$ cat src/backlight_ramp_fault_irq_pkg.sv
package backlight_ramp_fault_irq_pkg;

  // ==========================================================
  // Register offsets on the serial host bus
  localparam logic [7:0] POWER_RAMP_TIME_OFS = 8'h07;
  localparam logic [7:0] RUN_RAMP_TIME_OFS = 8'h08;
  localparam logic [7:0] IRQ_FLAGS_OFS = 8'h09;
  localparam logic [7:0] IRQ_MASK_OFS = 8'h0a;
  localparam logic [7:0] LED_FAULT_FLAGS_OFS = 8'h0b;

  // ==========================================================
  // Reset values
  localparam logic [7:0] POWER_RAMP_TIME_RST = 8'h00;
  localparam logic [7:0] RUN_RAMP_TIME_RST = 8'h00;
  localparam logic [7:0] IRQ_FLAGS_RST = 8'h00;
  localparam logic [7:0] IRQ_MASK_RST = 8'h00;
  localparam logic [7:0] LED_FAULT_FLAGS_RST = 8'h00;

  // ==========================================================
  // Field positions
  localparam int RAMP_HI_MSB = 5;
  localparam int RAMP_HI_LSB = 3;
  localparam int RAMP_LO_MSB = 2;
  localparam int RAMP_LO_LSB = 0;
  localparam int OVERCURRENT_BIT = 2;
  localparam int OVERVOLTAGE_BIT = 1;
  localparam int THERMAL_BIT = 0;
  localparam int GLOBAL_EN_BIT = 7;
  localparam int OPEN_BIT = 5;
  localparam int STRING2_SHORT_BIT = 4;
  localparam int STRING1_SHORT_BIT = 3;
  localparam int SHORT_TEST_EN_BIT = 2;
  localparam int MFG_OV_SEEN_BIT = 1;
  localparam int MFG_OV_TEST_EN_BIT = 0;

  // ==========================================================
  // Bus address; value arbitrary
  localparam logic [6:0] DEVICE_ADDR = 7'h38;

  // ==========================================================
  // Ramp durations in microseconds, and cycle counts at 250 MHz
  localparam longint unsigned CLK_MHZ = 250;
  localparam longint unsigned T_START0_US = 4000;
  localparam longint unsigned T_FAST_US = 500;
  localparam longint unsigned T_STEP1_US = 261000;
  localparam longint unsigned T_STEP2_US = 522000;
  localparam longint unsigned T_STEP3_US = 1045000;
  localparam longint unsigned T_STEP4_US = 2091000;
  localparam longint unsigned T_STEP5_US = 4182000;
  localparam longint unsigned T_STEP6_US = 8364000;
  localparam longint unsigned T_STEP7_US = 16730000;
  localparam logic [31:0] CYC_START0 = 32'(T_START0_US * CLK_MHZ);
  localparam logic [31:0] CYC_FAST = 32'(T_FAST_US * CLK_MHZ);
  localparam logic [223:0] CYC_STEPS = {
    32'(T_STEP7_US * CLK_MHZ), 32'(T_STEP6_US * CLK_MHZ), 32'(T_STEP5_US * CLK_MHZ),
    32'(T_STEP4_US * CLK_MHZ), 32'(T_STEP3_US * CLK_MHZ), 32'(T_STEP2_US * CLK_MHZ),
    32'(T_STEP1_US * CLK_MHZ)};

  // ==========================================================
  // Bus slave states
  typedef enum logic [3:0] {
    ST_IDLE = 4'h0,
    ST_ADDR = 4'h1,
    ST_ADDR_ACK = 4'h2,
    ST_PTR = 4'h3,
    ST_PTR_ACK = 4'h4,
    ST_WDATA = 4'h5,
    ST_WDATA_ACK = 4'h6,
    ST_RDATA = 4'h7,
    ST_RDATA_ACK = 4'h8
  } bus_state_t;

endpackage : backlight_ramp_fault_irq_pkg

$ cat src/ramp_timer.sv
`timescale 1ns/1ps
`default_nettype none
module ramp_timer #(
  parameter logic [31:0] ZERO_CYC = 32'h0000_0001,
  parameter logic [223:0] STEP_CYC = {7{32'h0000_0001}}
) (
  input wire logic sys_clk_in,
  input wire logic reset_in,
  input wire logic start_in,
  input wire logic [2:0] code_in,
  output logic active_out,
  output logic done_out
);

  logic [31:0] duration;
  logic [31:0] count_reg;

  // Code zero is the short case, others step up by doubling
  always_comb begin
    if (code_in == 3'h0) begin
      duration = ZERO_CYC;
    end else begin
      duration = STEP_CYC[32 * (int'(code_in) - 1) +: 32];
    end
  end

  // Restart while busy reloads, so the newest request sets the length
  always_ff @(posedge sys_clk_in) begin
    if (reset_in) begin
      count_reg <= 32'h0000_0000;
      active_out <= 1'b0;
      done_out <= 1'b0;
    end else begin
      done_out <= 1'b0;
      if (start_in) begin
        count_reg <= duration - 32'h0000_0001;
        active_out <= 1'b1;
      end else if (active_out) begin
        if (count_reg == 32'h0000_0000) begin
          active_out <= 1'b0;
          done_out <= 1'b1;
        end else begin
          count_reg <= count_reg - 32'h0000_0001;
        end
      end
    end
  end

endmodule : ramp_timer
`default_nettype wire

$ cat src/backlight_ramp_fault_irq.sv
// Operation
// - Startup ramp code 0 gives 4 ms, codes 1-7 give 261 ms to 16.73 s.
// - Shutdown code 0 gives about 0.5 ms; other codes match startup times.
// - Run ramp: ramp-up code bits 5:3, ramp-down code bits 2:0, top bits read-only.
// - Run ramp codes: 0 is 0.5 ms, 1-7 are 261 ms to 16.73 s.
// - Interrupt flags: overcurrent bit 2, overvoltage bit 1, thermal bit 0.
// - Reading the interrupt flags register clears all flags.
// - A fault still present after the clear sets its flag again.
// - In sleep, reading the interrupt flags register leaves them set.
// - A fault sets its flag only with its source enable and global enable.
// - Mask bit 7 is the global enable gating the interrupt pin.
// - Mask bits 2, 1, 0 enable overcurrent, overvoltage, thermal sources.
// - Fault register bit 5 flags an open circuit on either string.
// - Fault register bits 3 and 4 flag shorts on string one and two.
// - Writing one to fault register bit 2 enables the short test.
// - Writing one to fault register bit 0 enables the overvoltage test.
// - Fault register bit 1 records overvoltage during the overvoltage test.
// - Power ramp: startup code bits 5:3, shutdown code bits 2:0.
`timescale 1ns/1ps
`default_nettype none
module backlight_ramp_fault_irq
  import backlight_ramp_fault_irq_pkg::*;
#(
  parameter logic [31:0] START0_CYCLES = CYC_START0,
  parameter logic [31:0] FAST_CYCLES = CYC_FAST,
  parameter logic [223:0] STEP_CYCLES = CYC_STEPS
) (
  input wire logic sys_clk_in,
  input wire logic reset_in,
  input wire logic scl_in,
  input wire logic sda_in,
  output logic sda_out,
  output logic sda_oe_out,
  input wire logic overcurrent_in,
  input wire logic overvoltage_in,
  input wire logic thermal_in,
  input wire logic open_string_in,
  input wire logic string1_short_in,
  input wire logic string2_short_in,
  input wire logic sleep_status_in,
  input wire logic power_on_ramp_in,
  input wire logic power_off_ramp_in,
  input wire logic run_up_ramp_in,
  input wire logic run_down_ramp_in,
  output logic power_on_active_out,
  output logic power_off_active_out,
  output logic run_up_active_out,
  output logic run_down_active_out,
  output logic short_test_enable_out,
  output logic mfg_overvoltage_test_enable_out,
  output logic irq_out_n
);

  // ==========================================================
  // Pin synchronisers
  logic [8:0] pin_raw;
  logic [8:0] pin_meta_reg;
  logic [8:0] pin_sync_reg;
  logic scl_d_reg;
  logic sda_d_reg;

  assign pin_raw = {scl_in, sda_in, sleep_status_in, open_string_in, string2_short_in,
                    string1_short_in, overcurrent_in, overvoltage_in, thermal_in};

  always_ff @(posedge sys_clk_in) begin
    if (reset_in) begin
      pin_meta_reg <= 9'h180;
      pin_sync_reg <= 9'h180;
      scl_d_reg <= 1'b1;
      sda_d_reg <= 1'b1;
    end else begin
      pin_meta_reg <= pin_raw;
      pin_sync_reg <= pin_meta_reg;
      scl_d_reg <= pin_sync_reg[8];
      sda_d_reg <= pin_sync_reg[7];
    end
  end

  logic scl_s;
  logic sda_s;
  logic sleep_s;
  logic [2:0] fault_s;
  assign scl_s = pin_sync_reg[8];
  assign sda_s = pin_sync_reg[7];
  assign sleep_s = pin_sync_reg[6];
  assign fault_s = pin_sync_reg[2:0];

  logic scl_rise;
  logic scl_fall;
  logic bus_start;
  logic bus_stop;
  assign scl_rise = scl_s && !scl_d_reg;
  assign scl_fall = !scl_s && scl_d_reg;
  assign bus_start = scl_s && scl_d_reg && sda_d_reg && !sda_s;
  assign bus_stop = scl_s && scl_d_reg && !sda_d_reg && sda_s;

  // ==========================================================
  // Serial host bus slave
  bus_state_t state_reg;
  logic [7:0] shift_reg;
  logic [7:0] tx_reg;
  logic [3:0] bit_cnt_reg;
  logic [7:0] ptr_reg;
  logic rw_reg;
  logic ack_seen_reg;
  logic wr_strobe_reg;
  logic [7:0] wr_addr_reg;
  logic [7:0] wr_data_reg;
  logic rd_strobe;
  logic [7:0] rd_data;

  // Read side effects fire when the byte is loaded for sending
  assign rd_strobe = scl_fall && ((state_reg == ST_ADDR_ACK && rw_reg) ||
                     (state_reg == ST_RDATA_ACK && ack_seen_reg));
  assign sda_out = 1'b0;

  always_ff @(posedge sys_clk_in) begin
    if (reset_in) begin
      state_reg <= ST_IDLE;
      shift_reg <= 8'h00;
      tx_reg <= 8'h00;
      bit_cnt_reg <= 4'h0;
      ptr_reg <= 8'h00;
      rw_reg <= 1'b0;
      ack_seen_reg <= 1'b0;
      sda_oe_out <= 1'b0;
      wr_strobe_reg <= 1'b0;
      wr_addr_reg <= 8'h00;
      wr_data_reg <= 8'h00;
    end else begin
      wr_strobe_reg <= 1'b0;
      if (bus_start) begin
        state_reg <= ST_ADDR;
        bit_cnt_reg <= 4'h0;
        sda_oe_out <= 1'b0;
      end else if (bus_stop) begin
        state_reg <= ST_IDLE;
        sda_oe_out <= 1'b0;
      end else if (scl_rise) begin
        if (state_reg == ST_ADDR || state_reg == ST_PTR || state_reg == ST_WDATA) begin
          shift_reg <= {shift_reg[6:0], sda_s};
          bit_cnt_reg <= bit_cnt_reg + 4'h1;
        end
        if (state_reg == ST_RDATA_ACK) begin
          ack_seen_reg <= !sda_s;
        end
      end else if (scl_fall) begin
        case (state_reg)
          ST_ADDR: begin
            if (bit_cnt_reg == 4'h8) begin
              if (shift_reg[7:1] == DEVICE_ADDR) begin
                sda_oe_out <= 1'b1;
                rw_reg <= shift_reg[0];
                state_reg <= ST_ADDR_ACK;
              end else begin
                state_reg <= ST_IDLE;
              end
            end
          end
          ST_PTR: begin
            if (bit_cnt_reg == 4'h8) begin
              ptr_reg <= shift_reg;
              sda_oe_out <= 1'b1;
              state_reg <= ST_PTR_ACK;
            end
          end
          ST_WDATA: begin
            if (bit_cnt_reg == 4'h8) begin
              wr_strobe_reg <= 1'b1;
              wr_addr_reg <= ptr_reg;
              wr_data_reg <= shift_reg;
              ptr_reg <= ptr_reg + 8'h01;
              sda_oe_out <= 1'b1;
              state_reg <= ST_WDATA_ACK;
            end
          end
          ST_ADDR_ACK, ST_RDATA_ACK: begin
            if (rd_strobe) begin
              tx_reg <= rd_data;
              ptr_reg <= ptr_reg + 8'h01;
              sda_oe_out <= !rd_data[7];
              bit_cnt_reg <= 4'h0;
              state_reg <= ST_RDATA;
            end else if (state_reg == ST_ADDR_ACK) begin
              sda_oe_out <= 1'b0;
              bit_cnt_reg <= 4'h0;
              state_reg <= ST_PTR;
            end else begin
              sda_oe_out <= 1'b0;
              state_reg <= ST_IDLE;
            end
          end
          ST_PTR_ACK, ST_WDATA_ACK: begin
            sda_oe_out <= 1'b0;
            bit_cnt_reg <= 4'h0;
            state_reg <= ST_WDATA;
          end
          ST_RDATA: begin
            if (bit_cnt_reg == 4'h7) begin
              sda_oe_out <= 1'b0;
              state_reg <= ST_RDATA_ACK;
            end else begin
              tx_reg <= {tx_reg[6:0], 1'b0};
              sda_oe_out <= !tx_reg[6];
              bit_cnt_reg <= bit_cnt_reg + 4'h1;
            end
          end
          default: begin
            state_reg <= ST_IDLE;
          end
        endcase
      end
    end
  end

  // ==========================================================
  // Ramp time registers
  logic [5:0] power_ramp_reg;
  logic [5:0] run_ramp_reg;

  always_ff @(posedge sys_clk_in) begin
    if (reset_in) begin
      power_ramp_reg <= POWER_RAMP_TIME_RST[5:0];
      run_ramp_reg <= RUN_RAMP_TIME_RST[5:0];
    end else if (wr_strobe_reg) begin
      if (wr_addr_reg == POWER_RAMP_TIME_OFS) begin
        power_ramp_reg <= wr_data_reg[RAMP_HI_MSB:RAMP_LO_LSB];
      end
      if (wr_addr_reg == RUN_RAMP_TIME_OFS) begin
        run_ramp_reg <= wr_data_reg[RAMP_HI_MSB:RAMP_LO_LSB];
      end
    end
  end

  logic [3:0] ramp_start;
  logic [11:0] ramp_code;
  logic [3:0] ramp_active;
  assign ramp_start = {run_down_ramp_in, run_up_ramp_in, power_off_ramp_in, power_on_ramp_in};
  assign ramp_code = {run_ramp_reg[RAMP_LO_MSB:RAMP_LO_LSB], run_ramp_reg[RAMP_HI_MSB:RAMP_HI_LSB],
                      power_ramp_reg[RAMP_LO_MSB:RAMP_LO_LSB],
                      power_ramp_reg[RAMP_HI_MSB:RAMP_HI_LSB]};

  // Only the startup ramp has its own long code-zero time
  generate
    for (genvar g = 0; g < 4; g++) begin : g_ramp
      ramp_timer #(
        .ZERO_CYC((g == 0) ? START0_CYCLES : FAST_CYCLES),
        .STEP_CYC(STEP_CYCLES)
      ) u_ramp (
        .sys_clk_in(sys_clk_in),
        .reset_in(reset_in),
        .start_in(ramp_start[g]),
        .code_in(ramp_code[3 * g +: 3]),
        .active_out(ramp_active[g]),
        .done_out()
      );
    end
  endgenerate

  assign power_on_active_out = ramp_active[0];
  assign power_off_active_out = ramp_active[1];
  assign run_up_active_out = ramp_active[2];
  assign run_down_active_out = ramp_active[3];

  // ==========================================================
  // Interrupt flags and mask
  logic [2:0] irq_flags_reg;
  logic [2:0] irq_en_reg;
  logic global_en_reg;
  logic [2:0] flag_set;
  logic flag_clear;

  assign flag_set = fault_s & irq_en_reg & {3{global_en_reg}};
  assign flag_clear = rd_strobe && ptr_reg == IRQ_FLAGS_OFS && !sleep_s;

  // Set wins over the read clear, so a lasting fault comes straight back
  always_ff @(posedge sys_clk_in) begin
    if (reset_in) begin
      irq_flags_reg <= IRQ_FLAGS_RST[2:0];
    end else begin
      irq_flags_reg <= (flag_clear ? 3'h0 : irq_flags_reg) | flag_set;
    end
  end

  always_ff @(posedge sys_clk_in) begin
    if (reset_in) begin
      irq_en_reg <= IRQ_MASK_RST[2:0];
      global_en_reg <= IRQ_MASK_RST[GLOBAL_EN_BIT];
    end else if (wr_strobe_reg && wr_addr_reg == IRQ_MASK_OFS) begin
      irq_en_reg <= wr_data_reg[OVERCURRENT_BIT:THERMAL_BIT];
      global_en_reg <= wr_data_reg[GLOBAL_EN_BIT];
    end
  end

  always_ff @(posedge sys_clk_in) begin
    if (reset_in) begin
      irq_out_n <= 1'b1;
    end else begin
      irq_out_n <= !(global_en_reg && |(irq_flags_reg & irq_en_reg));
    end
  end

  // ==========================================================
  // LED string fault flags and test enables
  logic [2:0] string_fault_reg;
  logic [2:0] string_fault_s;
  logic mfg_ov_seen_reg;
  assign string_fault_s = pin_sync_reg[5:3];

  // Detectors set their bits; a host write may clear them
  always_ff @(posedge sys_clk_in) begin
    if (reset_in) begin
      string_fault_reg <= LED_FAULT_FLAGS_RST[OPEN_BIT:STRING1_SHORT_BIT];
      mfg_ov_seen_reg <= LED_FAULT_FLAGS_RST[MFG_OV_SEEN_BIT];
      short_test_enable_out <= LED_FAULT_FLAGS_RST[SHORT_TEST_EN_BIT];
      mfg_overvoltage_test_enable_out <= LED_FAULT_FLAGS_RST[MFG_OV_TEST_EN_BIT];
    end else begin
      if (wr_strobe_reg && wr_addr_reg == LED_FAULT_FLAGS_OFS) begin
        string_fault_reg <= wr_data_reg[OPEN_BIT:STRING1_SHORT_BIT] | string_fault_s;
        mfg_ov_seen_reg <= wr_data_reg[MFG_OV_SEEN_BIT] |
                           (fault_s[OVERVOLTAGE_BIT] & mfg_overvoltage_test_enable_out);
        short_test_enable_out <= wr_data_reg[SHORT_TEST_EN_BIT];
        mfg_overvoltage_test_enable_out <= wr_data_reg[MFG_OV_TEST_EN_BIT];
      end else begin
        string_fault_reg <= string_fault_reg | string_fault_s;
        mfg_ov_seen_reg <= mfg_ov_seen_reg |
                           (fault_s[OVERVOLTAGE_BIT] & mfg_overvoltage_test_enable_out);
      end
    end
  end

  // ==========================================================
  // Read data
  always_comb begin
    case (ptr_reg)
      POWER_RAMP_TIME_OFS: rd_data = {2'h0, power_ramp_reg};
      RUN_RAMP_TIME_OFS: rd_data = {2'h0, run_ramp_reg};
      IRQ_FLAGS_OFS: rd_data = {5'h00, irq_flags_reg};
      IRQ_MASK_OFS: rd_data = {global_en_reg, 4'h0, irq_en_reg};
      LED_FAULT_FLAGS_OFS: rd_data = {2'h0, string_fault_reg, short_test_enable_out,
                                      mfg_ov_seen_reg, mfg_overvoltage_test_enable_out};
      default: rd_data = 8'h00;
    endcase
  end

  // ==========================================================
  // Checks
  irq_pin_track_a: assert property (@(posedge sys_clk_in) disable iff (reset_in)
    ##1 irq_out_n == !($past(global_en_reg) && |($past(irq_flags_reg) & $past(irq_en_reg))))
    else $error("interrupt pin does not follow enabled flags");

  global_gate_a: assert property (@(posedge sys_clk_in) disable iff (reset_in)
    !global_en_reg [*2] |-> irq_out_n)
    else $error("interrupt pin asserted with global enable off");

  flag_set_a: assert property (@(posedge sys_clk_in) disable iff (reset_in)
    (global_en_reg && irq_en_reg[OVERCURRENT_BIT] && fault_s[OVERCURRENT_BIT])
    |=> irq_flags_reg[OVERCURRENT_BIT])
    else $error("enabled overcurrent fault did not set its flag");

  flag_gated_a: assert property (@(posedge sys_clk_in) disable iff (reset_in)
    $rose(irq_flags_reg[THERMAL_BIT]) |-> $past(global_en_reg && irq_en_reg[THERMAL_BIT]))
    else $error("thermal flag set while its source was disabled");

  read_clear_a: assert property (@(posedge sys_clk_in) disable iff (reset_in)
    (rd_strobe && ptr_reg == IRQ_FLAGS_OFS && !sleep_s && flag_set == 3'h0)
    |=> irq_flags_reg == 3'h0)
    else $error("status read did not clear the flags");

  sleep_hold_a: assert property (@(posedge sys_clk_in) disable iff (reset_in)
    (rd_strobe && ptr_reg == IRQ_FLAGS_OFS && sleep_s) |=> irq_flags_reg == $past(irq_flags_reg)
    || irq_flags_reg == ($past(irq_flags_reg) | $past(flag_set)))
    else $error("status read in sleep cleared the flags");

  refire_a: assert property (@(posedge sys_clk_in) disable iff (reset_in)
    (flag_clear && flag_set[OVERCURRENT_BIT]) |=> irq_flags_reg[OVERCURRENT_BIT] ##1 !irq_out_n)
    else $error("persisting fault lost at clear");

  open_flag_a: assert property (@(posedge sys_clk_in) disable iff (reset_in)
    string_fault_s[2] |=> string_fault_reg[2])
    else $error("open string not recorded");

  mfg_seen_a: assert property (@(posedge sys_clk_in) disable iff (reset_in)
    (fault_s[OVERVOLTAGE_BIT] && mfg_overvoltage_test_enable_out) |=> mfg_ov_seen_reg)
    else $error("overvoltage in manufacturing test not recorded");

endmodule : backlight_ramp_fault_irq
`default_nettype wire

$ cat config.mk
export PLATFORM = sky130hd
export DESIGN_NAME = backlight_ramp_fault_irq
export DESIGN_NICKNAME = d
export VERILOG_FILES = /design/src/backlight_ramp_fault_irq_pkg.sv /design/src/ramp_timer.sv /design/src/backlight_ramp_fault_irq.sv
export SDC_FILE = /design/constraint.sdc
export NUM_CORES = 1
export LEC_CHECK = 0
export BUFFER_PORTS_ARGS = -buffer_cell sky130_fd_sc_hd__buf_2
export CAP_MARGIN = 0
export CORE_MARGIN = 8
export CORE_UTILIZATION = 59
export DETAILED_ROUTE_END_ITERATION = 8
export PLACE_DENSITY = 0.85
export SYNTH_ARGS = -nofsm -noshare
export SYNTH_HDL_FRONTEND = slang
export SYNTH_HIERARCHICAL = 1
export SYNTH_SLANG_ARGS = --single-unit
$ cat constraint.sdc
create_clock -name sys_clk_in -period 7.1 [get_ports sys_clk_in]
set_clock_uncertainty 0.15 [all_clocks]
set_input_delay 0.71 -clock sys_clk_in [delete_from_list [all_inputs] [get_ports sys_clk_in]]
set_output_delay 0.71 -clock sys_clk_in [all_outputs]
set_load 0.005 [all_outputs]
==> impl_summary.md <==
STA
Dividing the final minimum period by the clock period gives 0.718. For the final routed database, the setup TNS stands at 0 ns. The number of pins exceeding their max-slew limit in the final report came to 0. The total count of hold-check failures in the final report is 0. The headroom to the max-slew limit is 0.195.

For the finished layout, the period the worst path requires is 5.10 ns. The number of setup violations in the final report is 0. Derived from the worst setup path, the maximum achievable clock frequency is about 0.20 GHz. Setup repair after global routing left no endpoint under its margin. The measured slew at the worst slew-check pin is between 1 and 1.5 ns.

Synth
For this run, the number of Yosys warnings is 6. The net count of the mapped netlist is approximately 2,000. The mean area per synthesized cell is approximately 8 sq um. In this run the cell area of the synthesized design comes to roughly 16,000 sq um. After technology mapping, the gate count stands at ~2,000.

Worst hold path
The startpoint of the worst hold path is scl_in. The class of the most critical hold timing path is in2reg.

Worst setup path
By startpoint and endpoint, the worst setup path is classified as reg2reg. STA classifies the critical path endpoint as a flop. The largest single stage delay on the critical path is around 0.75 ns.

The total buffers and inverters traversed by the critical path is 1. The highest fanout seen on the critical path is 20. For the worst setup path, the data arrival time is 5.39 ns. The standard cell with the maximum stage delay on the critical path is sky130_fd_sc_hd__xnor2_1. The critical path goes through clkinv_1 > ha_1 > xnor2_1 > o21ai_0 > a221o_1 > or3_1 > nor4_2 > o21ai_1 > a2111oi_2. Tracing the worst setup path back leads to its startpoint at run_ramp_reg[3]. STA puts the critical path data required time at 7.39 ns. The cell family contributing the most delay on the critical path is simple AND/OR/NAND/NOR gates. The origin of the critical flop-to-flop path is run_ramp_reg[3]. The worst setup path is launched from a flop.

Finish
From synthesis to final layout, the design area changed by 5.66%. Of the cells placed in the final design, the portion with a size suffix greater than 1 is 0.0864. The net count reported at finish is about 2,000. The filler cells instantiated in the layout total between 2,000 and 2,500. The number of diodes added for antenna fixing is 0. The register with the most flip-flops in the layout has 128 of them. The finished cells cover ~17,000 sq um.

GRT
The pin count of the biggest net entering global routing is 88. The overall overflow remaining after global route is 0. The total track usage is 0.257. The via count of the first global-routing pass was about 14,000. The initial antenna violation count is 0. The first global-routing pass estimated approximately 70,000 microns of wire.

Die
For this configuration, the core starts out at a cell density of 0.601. The core area is 26,100 sq um. The die is 179 microns wide.

The number of placement rows is roughly 60. The die outline area is approximately 32,000 sq um. The vertical die dimension is 179 microns. In this run the count of I/O pins placed on the die edge is 24.

Clock network
The clock insertion delay at the later pin of the skew report is around 0.56 ns. The H-tree depth reported by CTS is 1. In this run the deepest clock path goes through 3 buffers. Clock-pin slew was measured on the worst setup and hold paths at around 0.06 ns. TritonCTS built the clock tree. Gates resized during post-CTS repair numbered 0. In this run the clock root is driven by a sky130_fd_sc_hd__clkbuf_16. Once the clock tree was built, the setup fixing pass inserted 0 buffers. The number of buffers created by CTS is 26. For this design, the sink count on the clock tree is around 230. The post-cts hold buffer count is 0.

Power and ir drop
The worst-case vdd ir drop is 0.229 mV. The leakage power summed over all cells is about 6.0 nW. The power density over the cells is between 150 and 200 nW/um^2.

Route
The wire length per cell after detailed routing is around 19 microns. The routed layout has between 15,000 and 20,000 vias. The final wirelength is roughly 43,000 microns. The detail-routed via count per cell is approximately 6.8.

For this run, the detailed router's first-pass iteration total came to 8. In the routed design, unresolved DRC markers number 0. For this block, the initial DRC count from the detailed router was 2,149. The post-route antenna net violation count is 0.

Place
Once placement finished, the instance area stood at about 16,000 sq um. After legalization and detailed placement, the total HPWL measured 29,300 microns. The number of buffer cells added on primary ports is 22.

The routability congestion estimate from global placement is 0.977.

Status
The flow ran to the end, and the final reports show no timing, DRC or antenna violations.

Flow run
The count of max-cap constraint violations is 0.
[per-stage QoR]
step                total power, mW  cells  hold WS (ns)   util  setup slack (ns)
CTS                            3.18   2279         0.172  0.635              2.09
global placement               1.76   2231         0.245  0.600              2.40
detailed placement             1.77   2231         0.247  0.600              2.18
global route                   3.29   2279         0.182  0.635              1.66
finish                         3.18   2279         0.186  0.635              2.00
floorplan                      1.68   1994         0.239      -              3.49
[layout make-up]
cell class	count	area, sq um	area share
Tap cell	335	419	0.0253
Timing Repair Buffer	34	206	0.0125
Multi-Input combinational cell	1566	10200	0.616
Sequential cell	228	4560	0.276
Clock inverter	12	188	0.0113
Inverter	68	255	0.0154
Clock buffer	36	728	0.0440
[per-layer routing]
| metal | vias up | wire length [microns] | GRT usage |
|---|---|---|---|
| met5 | - | 0 | 0 |
| met2 | 800 | 19300 | 0.409 |
| met1 | 7266 | 18600 | 0.352 |
| li1 | 7259 | - | - |
| met3 | 115 | 3530 | 0.0352 |
| met4 | 0 | 1190 | 0.0889 |
[power by group]
part	total, mW	switching (mW)	internal, mW
combinational	0.382	0.250	0.133
clock	1.42	0.557	0.866
sequential	1.37	0.0452	1.33
[worst paths after layout]
path / end / slack [ns] / depth (start not counted)
worst max-delay path: g_ramp[2].u_ramp/count_reg[18] / 2.00 / 9
worst min-delay path: pin_meta_reg[8] / 0.19 / 2
worst max register to register: g_ramp[2].u_ramp/count_reg[18] / 2.00 / 9
worst min register to register: pin_sync_reg[8] / 0.26 / 1
[layout by cell type (no fill, tap or decap), drive strengths merged, types with 16 or more instances in the layout]
cell type and n:
a211oi 50, a21oi 100, a31oi 28, and2 19, and3 26, buf 34
clkbuf 36, dfxtp 228, ha 31, inv 66, mux2i 61, nand2 171
nand2b 30, nand3 73, nand3b 16, nand4 37, nor2 216, nor2b 43
nor3 74, nor3b 17, nor4 58, o211ai 27, o21ai 97, o31ai 17
or2 19, or3 23, xnor2 45, xor2 28
(Power assumes the default switching activity.)
